### src/core/cpu_bus_pkg.sv
package cpu_bus_pkg;
  // top-level processor states
  typedef enum logic [1:0] {
    CPU_RESET  = 2'b00,
    CPU_EXEC   = 2'b01,
    CPU_HALT   = 2'b10,
    CPU_EXCEPT = 2'b11
  } cpu_state_t;
  // internal bus sequencer states
  typedef enum logic [1:0] {
    BUS_IDLE = 2'b00,
    BUS_T1   = 2'b01,
    BUS_TW   = 2'b10,
    BUS_T2   = 2'b11
  } bus_state_t;
  // running modes and halt sub-modes
  typedef enum logic [1:0] {
    EXEC_HIGH = 2'b00,
    EXEC_MED  = 2'b01,
    EXEC_SUB  = 2'b10
  } exec_mode_t;
  typedef enum logic [1:0] {
    HALT_SLEEP    = 2'b00,
    HALT_STANDBY  = 2'b01,
    HALT_WATCH    = 2'b10,
    HALT_SUBSLEEP = 2'b11
  } halt_mode_t;
  // single-bit operations
  typedef enum logic [2:0] {
    BIT_SET_OP            = 3'b000,
    BIT_CLEAR_OP          = 3'b001,
    BIT_INVERT_OP         = 3'b010,
    BIT_STORE_OP          = 3'b011,
    BIT_INVERTED_STORE_OP = 3'b100
  } bit_op_t;
  // address regions
  typedef enum logic [1:0] {
    RG_ROM   = 2'b00,
    RG_RAM   = 2'b01,
    RG_IO    = 2'b10,
    RG_EMPTY = 2'b11
  } region_t;
  // address map
  localparam logic [15:0] ROM_LAST = 16'h7fff;
  localparam logic [15:0] RAM_FIRST = 16'hf780;
  localparam logic [15:0] RAM_LAST = 16'hff7f;
  localparam logic [15:0] IO_FIRST = 16'hff80;
  localparam logic [15:0] IO_SLOW_FIRST = 16'hffa0;
  localparam logic [15:0] IO_SLOW_LAST = 16'hffbf;
  localparam logic [15:0] PORT_DATA_ADDR = 16'hffd9;
  localparam logic [15:0] PORT_DIR_ADDR = 16'hffe9;
  // fixed read values, reset values and exception stack constants
  localparam logic [7:0] UNDEF_BYTE = 8'h00;
  localparam logic [7:0] WO_READ = 8'hff;
  localparam logic [7:0] PORT_LATCH_RST = 8'h00;
  localparam logic [7:0] PORT_DIR_RST = 8'h00;
  localparam logic [15:0] STACK_STEP = 16'h0002;
  localparam logic [1:0] EXC_PUSHES = 2'h2;
endpackage

### src/core/cpu_bus_state_control.sv
`timescale 1ns/1ps
`default_nettype none
// Overview of operation
// - one state is one clock period; every bus cycle spans two or three states
// - memory accesses take two states on a 16-bit path, byte or word
// - peripheral accesses take two or three states, byte only on 8 bits
// - exactly four states: reset, execution, halt, exception handling
// - execution runs on system clock in active modes, subclock in subactive
// - halt has sleep, standby, watch, subsleep; no instructions execute there
// - exception on reset or interrupt; interrupt pushes counter and flags via R7
// - writes to unpopulated space are discarded and flagged
// - reads from unpopulated space return undefined data
// - word write to I/O: upper byte reaches register, lower byte dropped
// - word read from I/O: byte goes high, low half undefined
// - bit operations read the byte, change one bit, write the byte back
// - shared address: read returns counter, write lands in reload register
// - port data read gives pin level for inputs, latch for outputs
// - write-only register reads as all ones
module cpu_bus_state_control
  import cpu_bus_pkg::*;
(
  // clock and reset
  input wire logic CLK_SYS,
  input wire logic RST,
  // state control
  input wire logic IRQ,
  input wire logic SLEEP_REQ,
  input wire logic [1:0] HALT_MODE_REQ,
  input wire logic WAKE,
  input wire logic [1:0] EXEC_MODE_REQ,
  input wire logic [15:0] PC,
  input wire logic [7:0] CONDITION_FLAGS,
  input wire logic [15:0] STACK_POINTER,
  output logic [1:0] CPU_STATE,
  output logic [1:0] EXEC_MODE,
  output logic [1:0] HALT_MODE,
  output logic SUBCLK_SEL,
  output logic EXC_DONE,
  output logic [15:0] EXC_STACK_POINTER,
  // access request
  input wire logic REQ,
  output logic READY,
  input wire logic WRITE,
  input wire logic WORD,
  input wire logic [15:0] ADDR,
  input wire logic [15:0] WDATA,
  input wire logic BIT_EN,
  input wire logic [2:0] BIT_OP,
  input wire logic [2:0] BIT_NUM,
  input wire logic BIT_C,
  output logic DONE,
  output logic [15:0] RDATA,
  output logic EMPTY_WRITE,
  // on-chip memory
  output logic MEM_SEL,
  output logic MEM_WE,
  output logic [1:0] MEM_BE,
  output logic [15:0] MEM_ADDR,
  output logic [15:0] MEM_WDATA,
  input wire logic [15:0] MEM_RDATA,
  // peripheral bus
  output logic PER_SEL,
  output logic PER_WE,
  output logic [15:0] PER_ADDR,
  output logic [7:0] PER_WDATA,
  input wire logic [7:0] PER_RDATA,
  // port pins
  input wire logic [7:0] PORT_PIN_IN,
  output logic [7:0] PORT_OUT,
  output logic [7:0] PORT_OE
);
  cpu_state_t cpu_state;
  bus_state_t bus_state;
  region_t cur_region;
  logic [15:0] cur_addr, cur_wdata;
  logic cur_write, cur_word, cur_slow, cur_rmw, cur_exc, rmw_phase, cur_c;
  logic [2:0] cur_op, cur_num;
  logic exc_irq;
  logic [1:0] exc_step;
  logic take_cpu, take_exc, last_state, port_hit;
  logic [7:0] port_rdata, io_byte, mem_byte;

  function automatic region_t region_of(input logic [15:0] a);
    if (a <= ROM_LAST) return RG_ROM;
    if (a >= RAM_FIRST && a <= RAM_LAST) return RG_RAM;
    if (a >= IO_FIRST) return RG_IO;
    return RG_EMPTY;
  endfunction

  function automatic logic is_port(input logic [15:0] a);
    return (a == PORT_DATA_ADDR) || (a == PORT_DIR_ADDR);
  endfunction

  function automatic logic slow_io(input logic [15:0] a);
    return (a >= IO_SLOW_FIRST) && (a <= IO_SLOW_LAST);
  endfunction

  function automatic logic [7:0] bit_modify(input logic [7:0] d, input logic [2:0] op,
                                            input logic [2:0] n, input logic c);
    logic [7:0] r;
    r = d;
    case (op)
      BIT_SET_OP: r[n] = 1'b1;
      BIT_CLEAR_OP: r[n] = 1'b0;
      BIT_INVERT_OP: r[n] = ~d[n];
      BIT_STORE_OP: r[n] = c;
      BIT_INVERTED_STORE_OP: r[n] = ~c;
      default: r = d;
    endcase
    return r;
  endfunction

  // request acceptance: only while executing with the bus free
  assign READY = (cpu_state == CPU_EXEC) && (bus_state == BUS_IDLE) && !IRQ;
  assign take_cpu = READY && REQ;
  assign take_exc = (cpu_state == CPU_EXCEPT) && exc_irq && (bus_state == BUS_IDLE) &&
                    (exc_step < EXC_PUSHES);
  assign last_state = (bus_state == BUS_T2);
  assign port_hit = (cur_region == RG_IO) && is_port(cur_addr);

  // processor state machine
  always_ff @(posedge CLK_SYS or posedge RST) begin
    if (RST) begin
      cpu_state <= CPU_RESET;
      exc_irq <= 1'b0;
      exc_step <= 2'h0;
      HALT_MODE <= HALT_SLEEP;
      EXC_DONE <= 1'b0;
      EXC_STACK_POINTER <= 16'h0000;
    end else begin
      EXC_DONE <= 1'b0;
      case (cpu_state)
        CPU_RESET: begin
          cpu_state <= CPU_EXCEPT;
          exc_irq <= 1'b0;
        end
        CPU_EXEC: begin
          if (bus_state == BUS_IDLE && IRQ) begin
            cpu_state <= CPU_EXCEPT;
            exc_irq <= 1'b1;
            exc_step <= 2'h0;
          end else if (bus_state == BUS_IDLE && SLEEP_REQ && !REQ) begin
            cpu_state <= CPU_HALT;
            HALT_MODE <= HALT_MODE_REQ;
          end
        end
        CPU_HALT: begin
          if (IRQ) begin
            cpu_state <= CPU_EXCEPT;
            exc_irq <= 1'b1;
            exc_step <= 2'h0;
          end else if (WAKE) begin
            cpu_state <= CPU_EXEC;
          end
        end
        CPU_EXCEPT: begin
          if (take_exc) begin
            exc_step <= exc_step + 2'h1;
          end else if (bus_state == BUS_IDLE && (!exc_irq || exc_step == EXC_PUSHES)) begin
            cpu_state <= CPU_EXEC;
            EXC_DONE <= 1'b1;
            if (exc_irq) begin
              EXC_STACK_POINTER <= STACK_POINTER - STACK_STEP - STACK_STEP;
            end
            exc_irq <= 1'b0;
          end
        end
        default: cpu_state <= CPU_RESET;
      endcase
    end
  end

  // running mode and clock source
  always_ff @(posedge CLK_SYS or posedge RST) begin
    if (RST) begin
      EXEC_MODE <= EXEC_HIGH;
      SUBCLK_SEL <= 1'b0;
    end else begin
      if (cpu_state == CPU_EXEC) begin
        EXEC_MODE <= EXEC_MODE_REQ;
      end
      SUBCLK_SEL <= (cpu_state == CPU_EXEC && EXEC_MODE == EXEC_SUB) ||
                    (cpu_state == CPU_HALT && HALT_MODE == HALT_SUBSLEEP);
    end
  end
  assign CPU_STATE = cpu_state;

  // bus sequencer: T1, optional wait, T2; one state per clock
  always_ff @(posedge CLK_SYS or posedge RST) begin
    if (RST) begin
      bus_state <= BUS_IDLE;
    end else begin
      case (bus_state)
        BUS_IDLE: if (take_cpu || take_exc) bus_state <= BUS_T1;
        BUS_T1: bus_state <= (cur_region == RG_IO && cur_slow) ? BUS_TW : BUS_T2;
        BUS_TW: bus_state <= BUS_T2;
        BUS_T2: bus_state <= (cur_rmw && !rmw_phase) ? BUS_T1 : BUS_IDLE;
        default: bus_state <= BUS_IDLE;
      endcase
    end
  end

  // access capture and read-modify-write turnaround
  always_ff @(posedge CLK_SYS or posedge RST) begin
    if (RST) begin
      cur_addr <= 16'h0000;
      cur_wdata <= 16'h0000;
      cur_region <= RG_EMPTY;
      {cur_write, cur_word, cur_slow, cur_rmw, cur_exc, rmw_phase, cur_c} <= 7'h00;
      cur_op <= 3'h0;
      cur_num <= 3'h0;
    end else if (take_exc) begin
      // stack pushes: counter first, then flags
      cur_addr <= STACK_POINTER -
                  ((exc_step == 2'h0) ? STACK_STEP : STACK_STEP + STACK_STEP);
      cur_wdata <= (exc_step == 2'h0) ? PC : {CONDITION_FLAGS, CONDITION_FLAGS};
      cur_region <= region_of(STACK_POINTER - STACK_STEP);
      {cur_write, cur_word, cur_exc, cur_rmw, rmw_phase} <= 5'h1c;
      cur_slow <= 1'b0;
    end else if (take_cpu) begin
      cur_addr <= ADDR;
      cur_wdata <= WDATA;
      cur_region <= region_of(ADDR);
      cur_slow <= slow_io(ADDR);
      cur_write <= WRITE && !BIT_EN;
      cur_word <= WORD && !BIT_EN;
      cur_rmw <= BIT_EN;
      cur_exc <= 1'b0;
      rmw_phase <= 1'b0;
      cur_op <= BIT_OP;
      cur_num <= BIT_NUM;
      cur_c <= BIT_C;
    end else if (last_state && cur_rmw && !rmw_phase) begin
      // same address is reused so a shared address writes its reload half
      cur_wdata <= {8'h00, bit_modify(cur_region == RG_IO ? io_byte : mem_byte,
                                      cur_op, cur_num, cur_c)};
      cur_write <= 1'b1;
      rmw_phase <= 1'b1;
    end
  end

  // read byte selection
  assign io_byte = port_hit ? port_rdata : PER_RDATA;
  assign mem_byte = cur_addr[0] ? MEM_RDATA[7:0] : MEM_RDATA[15:8];

  // read data, completion and empty-area flag
  always_ff @(posedge CLK_SYS or posedge RST) begin
    if (RST) begin
      RDATA <= 16'h0000;
      DONE <= 1'b0;
      EMPTY_WRITE <= 1'b0;
    end else begin
      DONE <= last_state && !cur_exc && !(cur_rmw && !rmw_phase);
      EMPTY_WRITE <= last_state && cur_write && cur_region == RG_EMPTY;
      if (last_state && !cur_write) begin
        case (cur_region)
          RG_ROM, RG_RAM: RDATA <= cur_word ? MEM_RDATA : {8'h00, mem_byte};
          RG_IO: RDATA <= cur_word ? {io_byte, UNDEF_BYTE} : {8'h00, io_byte};
          default: RDATA <= {UNDEF_BYTE, UNDEF_BYTE};
        endcase
      end
    end
  end

  // memory strobes; empty area gets no strobe so writes are lost
  assign MEM_SEL = (bus_state != BUS_IDLE) && (cur_region == RG_ROM || cur_region == RG_RAM);
  assign MEM_WE = MEM_SEL && cur_write;
  assign MEM_ADDR = cur_addr;
  assign MEM_BE = cur_word ? 2'b11 : (cur_addr[0] ? 2'b01 : 2'b10);
  assign MEM_WDATA = cur_word ? cur_wdata : {cur_wdata[7:0], cur_wdata[7:0]};

  // peripheral strobes; a word write carries only its upper byte
  assign PER_SEL = (bus_state != BUS_IDLE) && (cur_region == RG_IO) && !port_hit;
  assign PER_WE = PER_SEL && cur_write;
  assign PER_ADDR = cur_addr;
  assign PER_WDATA = cur_word ? cur_wdata[15:8] : cur_wdata[7:0];

  port_data_unit u_port (
    .CLK_SYS(CLK_SYS),
    .RST(RST),
    .sel_dir(cur_addr == PORT_DIR_ADDR),
    .wr(last_state && port_hit && cur_write),
    .wdata(PER_WDATA),
    .rdata(port_rdata),
    .pin_in(PORT_PIN_IN),
    .port_out(PORT_OUT),
    .port_oe(PORT_OE)
  );

  // checks
  AST_MEM_TWO: assert property (@(posedge CLK_SYS) disable iff (RST)
    (bus_state == BUS_T1 && MEM_SEL) |=> bus_state == BUS_T2 ##1 bus_state != BUS_TW)
    else $error("memory cycle not two states");
  AST_IO_SLOW: assert property (@(posedge CLK_SYS) disable iff (RST)
    (bus_state == BUS_T1 && cur_region == RG_IO && cur_slow) |=>
      bus_state == BUS_TW ##1 bus_state == BUS_T2)
    else $error("slow peripheral cycle not three states");
  AST_IO_FAST: assert property (@(posedge CLK_SYS) disable iff (RST)
    (bus_state == BUS_T1 && cur_region == RG_IO && !cur_slow) |=> bus_state == BUS_T2)
    else $error("fast peripheral cycle not two states");
  AST_WORD_IO_WR: assert property (@(posedge CLK_SYS) disable iff (RST)
    (take_cpu && WRITE && WORD && !BIT_EN && region_of(ADDR) == RG_IO && !is_port(ADDR))
      |=> PER_WE && PER_WDATA == $past(WDATA[15:8]))
    else $error("word write to peripheral lost upper byte");
  AST_EMPTY_WR: assert property (@(posedge CLK_SYS) disable iff (RST)
    (take_cpu && WRITE && !BIT_EN && region_of(ADDR) == RG_EMPTY) |=>
      (!MEM_WE && !PER_WE) [*2] ##1 (DONE && EMPTY_WRITE))
    else $error("empty-area write not dropped");
  AST_EMPTY_RD: assert property (@(posedge CLK_SYS) disable iff (RST)
    (take_cpu && !WRITE && !BIT_EN && region_of(ADDR) == RG_EMPTY) |->
      ##3 (DONE && RDATA == {UNDEF_BYTE, UNDEF_BYTE}))
    else $error("empty-area read value wrong");
  AST_WORD_IO_RD: assert property (@(posedge CLK_SYS) disable iff (RST)
    (take_cpu && !WRITE && WORD && !BIT_EN && region_of(ADDR) == RG_IO &&
     !is_port(ADDR) && !slow_io(ADDR)) |->
      ##3 (DONE && RDATA == {$past(PER_RDATA), UNDEF_BYTE}))
    else $error("word read from peripheral wrong");
  AST_RMW_B2B: assert property (@(posedge CLK_SYS) disable iff (RST)
    (last_state && cur_rmw && !rmw_phase) |=>
      (bus_state == BUS_T1 && cur_write && !cur_word && !READY))
    else $error("bit operation write not back to back");
  AST_WO_READ: assert property (@(posedge CLK_SYS) disable iff (RST)
    (take_cpu && !WRITE && !WORD && !BIT_EN && ADDR == PORT_DIR_ADDR) |->
      ##3 (DONE && RDATA[7:0] == WO_READ))
    else $error("write-only register not read as ones");
  AST_HALT_IDLE: assert property (@(posedge CLK_SYS) disable iff (RST)
    (cpu_state == CPU_HALT) |-> (!READY && bus_state == BUS_IDLE))
    else $error("bus active while halted");
  AST_RESET_EXC: assert property (@(posedge CLK_SYS) disable iff (RST)
    (cpu_state == CPU_RESET) |=> cpu_state == CPU_EXCEPT ##1 cpu_state == CPU_EXEC)
    else $error("reset does not pass through exception handling");
  AST_IRQ_PUSH: assert property (@(posedge CLK_SYS) disable iff (RST)
    (cpu_state == CPU_EXEC && bus_state == BUS_IDLE && IRQ) |=>
      ##[6:8] (EXC_DONE && EXC_STACK_POINTER == STACK_POINTER - 16'h0004))
    else $error("interrupt stack push not completed");
  COV_RMW: cover property (@(posedge CLK_SYS) disable iff (RST)
    last_state && cur_rmw && rmw_phase);
  COV_SLOW: cover property (@(posedge CLK_SYS) disable iff (RST) bus_state == BUS_TW);
  COV_EXC: cover property (@(posedge CLK_SYS) disable iff (RST)
    exc_irq && cpu_state == CPU_EXCEPT ##1 EXC_DONE);
  COV_HALT: cover property (@(posedge CLK_SYS) disable iff (RST)
    cpu_state == CPU_HALT ##1 cpu_state == CPU_EXEC);
endmodule
`default_nettype wire

### src/core/port_data_unit.sv
`timescale 1ns/1ps
`default_nettype none
module port_data_unit
  import cpu_bus_pkg::*;
(
  // clock and reset
  input wire logic CLK_SYS,
  input wire logic RST,
  // register access
  input wire logic sel_dir,
  input wire logic wr,
  input wire logic [7:0] wdata,
  output logic [7:0] rdata,
  // pins
  input wire logic [7:0] pin_in,
  output logic [7:0] port_out,
  output logic [7:0] port_oe
);
  logic [7:0] port_data_latch;
  logic [7:0] port_direction_control;
  logic [7:0] pin_meta;
  logic [7:0] pin_sync;
  logic [7:0] data_view;

  // two-stage synchroniser on the pins
  always_ff @(posedge CLK_SYS or posedge RST) begin
    if (RST) begin
      pin_meta <= 8'h00;
      pin_sync <= 8'h00;
    end else begin
      pin_meta <= pin_in;
      pin_sync <= pin_meta;
    end
  end

  // latch and direction, written at the end of the write state
  always_ff @(posedge CLK_SYS or posedge RST) begin
    if (RST) begin
      port_data_latch <= PORT_LATCH_RST;
      port_direction_control <= PORT_DIR_RST;
    end else if (wr) begin
      if (sel_dir) begin
        port_direction_control <= wdata;
      end else begin
        port_data_latch <= wdata;
      end
    end
  end

  // inputs show the pin, outputs show the latch
  genvar i;
  generate
    for (i = 0; i < 8; i++) begin : g_view
      assign data_view[i] = port_direction_control[i] ? port_data_latch[i] : pin_sync[i];
    end
  endgenerate

  // direction register is write-only and reads as all ones
  assign rdata = sel_dir ? WO_READ : data_view;
  assign port_out = port_data_latch;
  assign port_oe = port_direction_control;
endmodule
`default_nettype wire

### config.mk
export PLATFORM = sky130hd
export DESIGN_NAME = cpu_bus_state_control
export DESIGN_NICKNAME = d
export VERILOG_FILES = /design/src/core/cpu_bus_pkg.sv /design/src/core/cpu_bus_state_control.sv /design/src/core/port_data_unit.sv
export SDC_FILE = /design/constraint.sdc
export NUM_CORES = 1
export LEC_CHECK = 0
export BUFFER_PORTS_ARGS = -buffer_cell sky130_fd_sc_hd__buf_2
export CAP_MARGIN = 20
export CELL_PAD_IN_SITES_DETAIL_PLACEMENT = 0
export CELL_PAD_IN_SITES_GLOBAL_PLACEMENT = 1
export CORE_UTILIZATION = 41
export DETAILED_ROUTE_END_ITERATION = 6
export PLACE_DENSITY_LB_ADDON = 0.1
export SETUP_SLACK_MARGIN = 0.2
export SYNTH_ARGS = -nofsm -noshare
export SYNTH_HDL_FRONTEND = slang
export SYNTH_SLANG_ARGS = --single-unit
### constraint.sdc
create_clock -name CLK_SYS -period 5.1 [get_ports CLK_SYS]
set_clock_uncertainty 0.05 [all_clocks]
set_input_delay 0 -clock CLK_SYS [delete_from_list [all_inputs] [get_ports CLK_SYS]]
set_output_delay 0 -clock CLK_SYS [all_outputs]
set_load 0.01 [all_outputs]
Word-level counts from Yosys, hierarchy flattened
Index checks and enable logic that the tools add are counted.
- register bits: 126
- input bits: 124
- output and inout port bits: 121
- word-level logic and storage cells: 251
- add/subtract/negate cells: 4
- magnitude comparators: 13
- equality and inequality tests: 26
- mux-type cells: 105
- bitwise gates (word level): 8
- reductions and logical operators: 67
- operator list (kind ; count):
    $mux W16 ; 9
    $ge A16 B16 Y1 const B ; 5
    $mux W1 ; 53
    $mux W2 ; 26
    $le A16 B16 Y1 const B ; 3
    $mux W8 ; 5
    $pmux W8 S5 ; 1
    $logic_and A1 B1 Y1 ; 35
    $eq A16 B16 Y1 const B ; 2
    $le A16 B15 Y1 const B ; 2
    $pmux W16 S2 ; 1
    $sub A16 B2 Y16 const B ; 2
    $bwmux W8 ; 3
    $eq A2 B2 Y1 const B ; 9
    $pmux W2 S4 ; 2
    $reduce_and A4 Y1 ; 4
    $sub A16 B3 Y16 ; 1
    $logic_not A1 Y1 ; 9
    $and A8 B8 Y8 ; 1
    $logic_not A2 Y1 ; 4
    $not A8 Y8 ; 1
    $or A8 B8 Y8 ; 1
    $eq A2 B1 Y1 const B ; 3
    $eq A3 B2 Y1 const B ; 2
    23 further kinds ; 39

Logic depth before layout (Yosys ltp)
- depth in word-level cells: 18
- mapped depth: 10
- depth with buffers taken out: 10

Hierarchy
A second synthesis with hierarchy kept.
- cell total of the unflattened synthesis: 878
- area, all modules: 7775.0 um2
- by module, submodules not included (module ; times used ; cells an instance ; area each (um2) ; seq. area each (um2)):
    cpu_bus_state_control ; 1 ; 809 ; 6593.8 ; 2354.8
    port_data_unit ; 1 ; 69 ; 1181.1 ; 800.8

Worst setup path before layout
OpenSTA, ideal clock, no wires.
- path kind: reg2reg
- from: register cur_addr[2] (netlist: MEM_ADDR[2])
- to: register cur_wdata[0]
- setup time: 87 ps
- arrival: 2398 ps
- required time: 4963 ps
- setup slack: 2566 ps
- cell stages (with the launch flop): 10
- buffers on the path: 2
- period minus slack after synthesis: 2534 ps
- cell sequence: dfrtp_1 nand4bb_2 or4_1 buf_2 o211ai_2 nand3_2 a2111oi_4 nand4bb_1 buf_2 a211oi_2
- longest elaborated chain between the ends: 13
- elaborated cells on any way between the ends: 19
- those cells by class: eq/ne: 2; mux: 12; bitwise: 3; reduce/logical: 2
- ends and longest elaborated chain (item ; RTL line ; source):
    start, declared ; cpu_bus_state_control.sv:75 ; logic [15:0] cur_addr, cur_wdata;
    start signal, assigned ; cpu_bus_state_control.sv:214 ; cur_addr <= STACK_POINTER -
    $eq A16 B16 Y1, on equally long branches ; cpu_bus_state_control.sv:91, cpu_bus_state_control.sv:281 ;
    $logic_or A1 B1 Y1 ; cpu_bus_state_control.sv:91 ; return (a == PORT_DATA_ADDR) || (a == PORT_DIR_ADDR);
    $logic_and A1 B1 Y1 ; cpu_bus_state_control.sv:119 ; assign port_hit = (cur_region == RG_IO) && is_port(cur_addr);
    $mux W8 * ; cpu_bus_state_control.sv:243 ; assign io_byte = port_hit ? port_rdata : PER_RDATA;
    $mux W8 * ; cpu_bus_state_control.sv:235 ; cur_wdata <= {8'h00, bit_modify(cur_region == RG_IO ? io_byte : mem_byte,
    $bmux W1 S3 ; cpu_bus_state_control.sv:105 ; BIT_INVERT_OP: r[n] = ~d[n];
    $mux W1 (implied by the code) ; cpu_bus_state_control.sv:105 ;
    $not A1 Y1 ; cpu_bus_state_control.sv:105 ;
    $bwmux W8 ; cpu_bus_state_control.sv:105 ;
    $pmux W8 S5 * ; cpu_bus_state_control.sv:102 ; case (op)
    $mux W16 * ; cpu_bus_state_control.sv:233 ; end else if (last_state && cur_rmw && !rmw_phase) begin
    $mux W16 * ; cpu_bus_state_control.sv:220 ; end else if (take_cpu) begin
    $mux W16 * ; cpu_bus_state_control.sv:212 ; end else if (take_exc) begin
    end signal, assigned ; cpu_bus_state_control.sv:216 ; cur_wdata <= (exc_step == 2'h0) ? PC : {CONDITION_FLAGS, CONDITION_FLAGS};
    end signal, assigned ; cpu_bus_state_control.sv:235 ;
    end, declared ; cpu_bus_state_control.sv:75 ;
Mark *: on every way between the ends. The rest lies on a longest branch, timed or not. The select of a mux whose other input is x is not followed.
A chain may end at the register's enable or synchronous reset.

Worst setup path after layout
- from: register exc_step[1]
- to: register cur_addr[15] (netlist: MEM_ADDR[15])
- longest elaborated chain between the ends: 4
- elaborated cells on any way between the ends: 7
- those cells by class: add/sub: 1; order compare: 1; mux: 2; reduce/logical: 3
- ends and longest elaborated chain (item ; RTL line ; source):
    start, declared ; cpu_bus_state_control.sv:79 ; logic [1:0] exc_step;
    start signal, assigned ; cpu_bus_state_control.sv:158 ; exc_step <= exc_step + 2'h1;
    $logic_not A2 Y1 ; cpu_bus_state_control.sv:215 ; ((exc_step == 2'h0) ? STACK_STEP : STACK_STEP + STACK_STEP);
    $mux W3 ; cpu_bus_state_control.sv:215 ;
    $sub A16 B3 Y16 ; cpu_bus_state_control.sv:214 ;
    $mux W16 ; cpu_bus_state_control.sv:212 ;
Parallel ways exist; a longest one is shown, timed or not.

==> flow_metrics.env <==
export IMPL_grt_usage_pct=26.3
export IMPL_drv_slew=0
export IMPL_area_growth_pct=36.1
export IMPL_worst_pin_slew_ns=0.953
export IMPL_finalSetupTns_ns=0
export IMPL_clk_pin_slew_ns=0.07
export IMPL_antenna_found_initial=1
export IMPL_ant_nets=0
export IMPL_cts_root_buf="clkbuf_16"
export IMPL_post_dp_hpwl_mm=18.3
export IMPL_synth_edff_count=0
export IMPL_ys_seq_area_share_pct=41.3
export IMPL_wl_per_cell_microns=17.4
export IMPL_max_freq_ghz=0.268
export IMPL_cts_buffer_depth=2
export IMPL_max_slew_margin_pct=36.5
export IMPL_grt_pass1_vias=7188
export IMPL_wl_met2_mm=11.7
export IMPL_design_core_area_sq_mm=0.0181
export IMPL_cp_max_fo=27
export IMPL_required_ns=5.41
export IMPL_synth_cells=886
export IMPL_fp_row_count=49
export IMPL_fillers=1736
export IMPL_met3_length_mm=1.23
export IMPL_htreeDepth=4
export IMPL_top_layer="met5"
export IMPL_dieArea_sq_mm=0.0192
export IMPL_cp_end_kind="flop"
export IMPL_grt_start_max_net_pins=68
export IMPL_die_w_microns=139
export IMPL_drv_cap=0
export IMPL_violations="design-rule violations"
export IMPL_seq_area_sq_mm=0.00316
export IMPL_gp_congestion=0.870
export IMPL_p_per_area_mw_per_mm2=533
export IMPL_synth_flop_cell="dfrtp_1"
export IMPL_drtIter0Drc=567
export IMPL_ys_ff_latch=126
export IMPL_post_cts_buffers=0
export IMPL_rsz0062_at_grt="false"
export IMPL_crit_arrival_ns=4.04
export IMPL_avgSynthCellArea_sq_um=8.62
export IMPL_crit_path_start_kind="flop"
export IMPL_drc=31
export IMPL_p_leak_uw=0.00482
export IMPL_vias=7481
export IMPL_grt_pass1_wl_mm=39.3
export IMPL_ir_worst_vdd_v=0.000274
export IMPL_ioPinCount=245
export IMPL_wl_met1_mm=11.3
export IMPL_initial_utilization_pct=42.2
export IMPL_diodes=0
export IMPL_die_h_microns=139
export IMPL_path_buf_inv=3
export IMPL_multiInputGateArea_sq_mm=0.00394
export IMPL_drt_wl_total_mm=24.7
export IMPL_detail_route_vias_per_cell=5.28
export IMPL_syn_area_sq_mm=0.00764
export IMPL_cpPeakStageDelay_ns=0.79
export IMPL_clock_sinks=126
export IMPL_hold_viol_final=0
export IMPL_finalCritPeriodShare_pct=73.2
export IMPL_async_flop_share_pct=100
export IMPL_yosys_warnings=0
export IMPL_grt_overflow_total=0
export IMPL_first_pass_iters=7
export IMPL_status="finished with violations"
export IMPL_cp_top_family="adder cells"
export IMPL_worstSetupPathType="reg2reg"
export IMPL_clk_latency_ns=0.42
export IMPL_setup_viol=0
export IMPL_path_cells="inv_1 > ha_1 > ha_1 > inv_1 > fa_1 > nor3_1 > nand3_1 > xnor2_1 > nor2_1 > a31oi_1 > dlygate4sd3_1"
export IMPL_drive_gt1_share_pct=26.2
export IMPL_nets=1315
export IMPL_crit_slowest_cell="ha_1"
export IMPL_portBuffers=244
export IMPL_fin_crit_ns=3.73
export IMPL_ys_types=69
export IMPL_synth_nets=1025
export IMPL_holdWs_ns=0.0187
export IMPL_hp_class="in2reg"
export IMPL_cts_tree="yes"
export IMPL_cts_made_buffers=17
[layout by cell type, fill, tap and decap left out, types with 10 or more instances in the layout]
cell,Yosys,routed
ha_1,14,14
o21ai_0,62,62
nand2_1,146,146
mux2_2,14,14
mux2i_1,20,20
dfrtp_1,124,124
inv_1,29,28
nand3_1,34,34
nor2_1,49,49
a21oi_1,48,48
nor2b_1,14,14
a31oi_1,34,34
dlygate4sd3_1,0,101
clkbuf_16,0,17
xor2_1,10,10
nor3_1,21,21
xnor2_1,28,28
a211oi_1,21,21
buf_2,3,244
nand4_1,11,11
nand2b_1,11,11
[cell type report]
cell class | count | share of cell area, %
inverter | 29 | 1.07
multi-input combinational | 650 | 37.9
clock inverter | 15 | 1.83
clock buffer | 17 | 4.09
tap | 229 | 2.76
timing repair buffer | 352 | 22.0
sequential | 126 | 30.3
[path summary, 6_finish.rpt]
kind	startpoint	to	slack, ns	cells past startpoint
max	exc_step[1]	MEM_ADDR[15]	1.37	11
min	WDATA[5]	cur_wdata[5]	0.02	5
max reg2reg	exc_step[1]	MEM_ADDR[15]	1.37	11
min reg2reg	u_port.pin_meta[1]	u_port.pin_sync[1]	0.30	0
max in group asynchronous	RST	RDATA[1]	3.40	4
min in group asynchronous	RST	HALT_MODE[0]	0.22	3
[synthesized netlist by cell type (all sizes together), types with 3 or more instances]
cell,instances,area (sq um)
dfrtp,124,3100
a211oi,22,170
o32ai,3,26.3
nor4,6,43.8
or4,3,22.5
inv,29,109
clkbuf,39,146
o211ai,7,57.6
a21oi,48,240
buf,42,285
and2,10,62.6
and3,6,37.5
nor2b,14,87.6
nand3,35,180
nor3b,6,45.0
nand2b,11,68.8
a2111oi,4,60.1
xnor2,28,245
a31oi,34,213
mux2,14,158
a21o,8,60.1
mux2i,20,200
nor3,22,115
nand3b,6,45.0
nand4,11,68.8
o21ai,65,325
nor2,49,184
nand2,146,548
ha,14,175
o31ai,3,22.5
a22o,9,78.8
or3,5,31.3
xor2,10,87.6
[registers in the layout, summed over array words and instances, names as in the netlist, 2 cells and up]
register           count
u_port.pin_sync        8
EXC_STACK_POINTER     16
u_port.port_oe         8
exc_step               2
EXEC_MODE              2
RDATA                 16
CPU_STATE              2
u_port.pin_meta        8
u_port.port_out        8
cur_wdata             16
bus_state              2
MEM_ADDR              16
cur_num                3
cur_op                 3
HALT_MODE              2
cur_region             2
[metal layers]
layer / global-route usage [%] / vias to the layer above
li1: - / 3696
met1: 35.7 / 3529
met2: 42.5 / 223
met3: 4.78 / 31
met4: 8.10 / 2
met5: 0 / -
[worst register-to-register path: stages, from the launching register on]
cell           delay, ns
dfrtp_1             0.41
inv_1               0.09
ha_1                0.79
ha_1                0.28
inv_1               0.06
fa_1                0.43
nor3_1              0.45
nand3_1             0.16
xnor2_1             0.16
nor2_1              0.05
a31oi_1             0.16
dlygate4sd3_1       0.57
[power by group]
| part | switching, uW | internal, uW |
|---|---|---|
| clock network | 545 | 708 |
| registers | 388 | 1360 |
| logic | 1410 | 1130 |
[cells by family after synthesis]
group / count (synthesis) / share of synthesized area, %
fa+ha+maj: 15 / 2.55
mux: 34 / 4.68
compound gates: 225 / 18.9
xor+xnor: 38 / 4.36
flops: 126 / 41.3
buf+inv: 110 / 7.07
simple gates: 338 / 21.2
[timing repair]
| item | CTS | global route |
|---|---|---|
| hold buffers | 101 | 0 |
| resized for setup | 0 | 0 |
| hold endpoints to repair | 136 | 0 |
[metrics by stage]
step	std cells	utilization [%]	area, sq um	total power, uW	worst slack, ns
floorplan	886	-	7640	3320	1.70
global placement	1285	48.5	8770	4040	1.92
detailed placement	1285	48.5	8770	4040	1.91
CTS	1418	57.5	10400	5540	1.41
global route	1418	57.5	10400	5910	1.07
finish	1418	57.5	10400	5540	1.37
(Power assumes the default switching activity.)
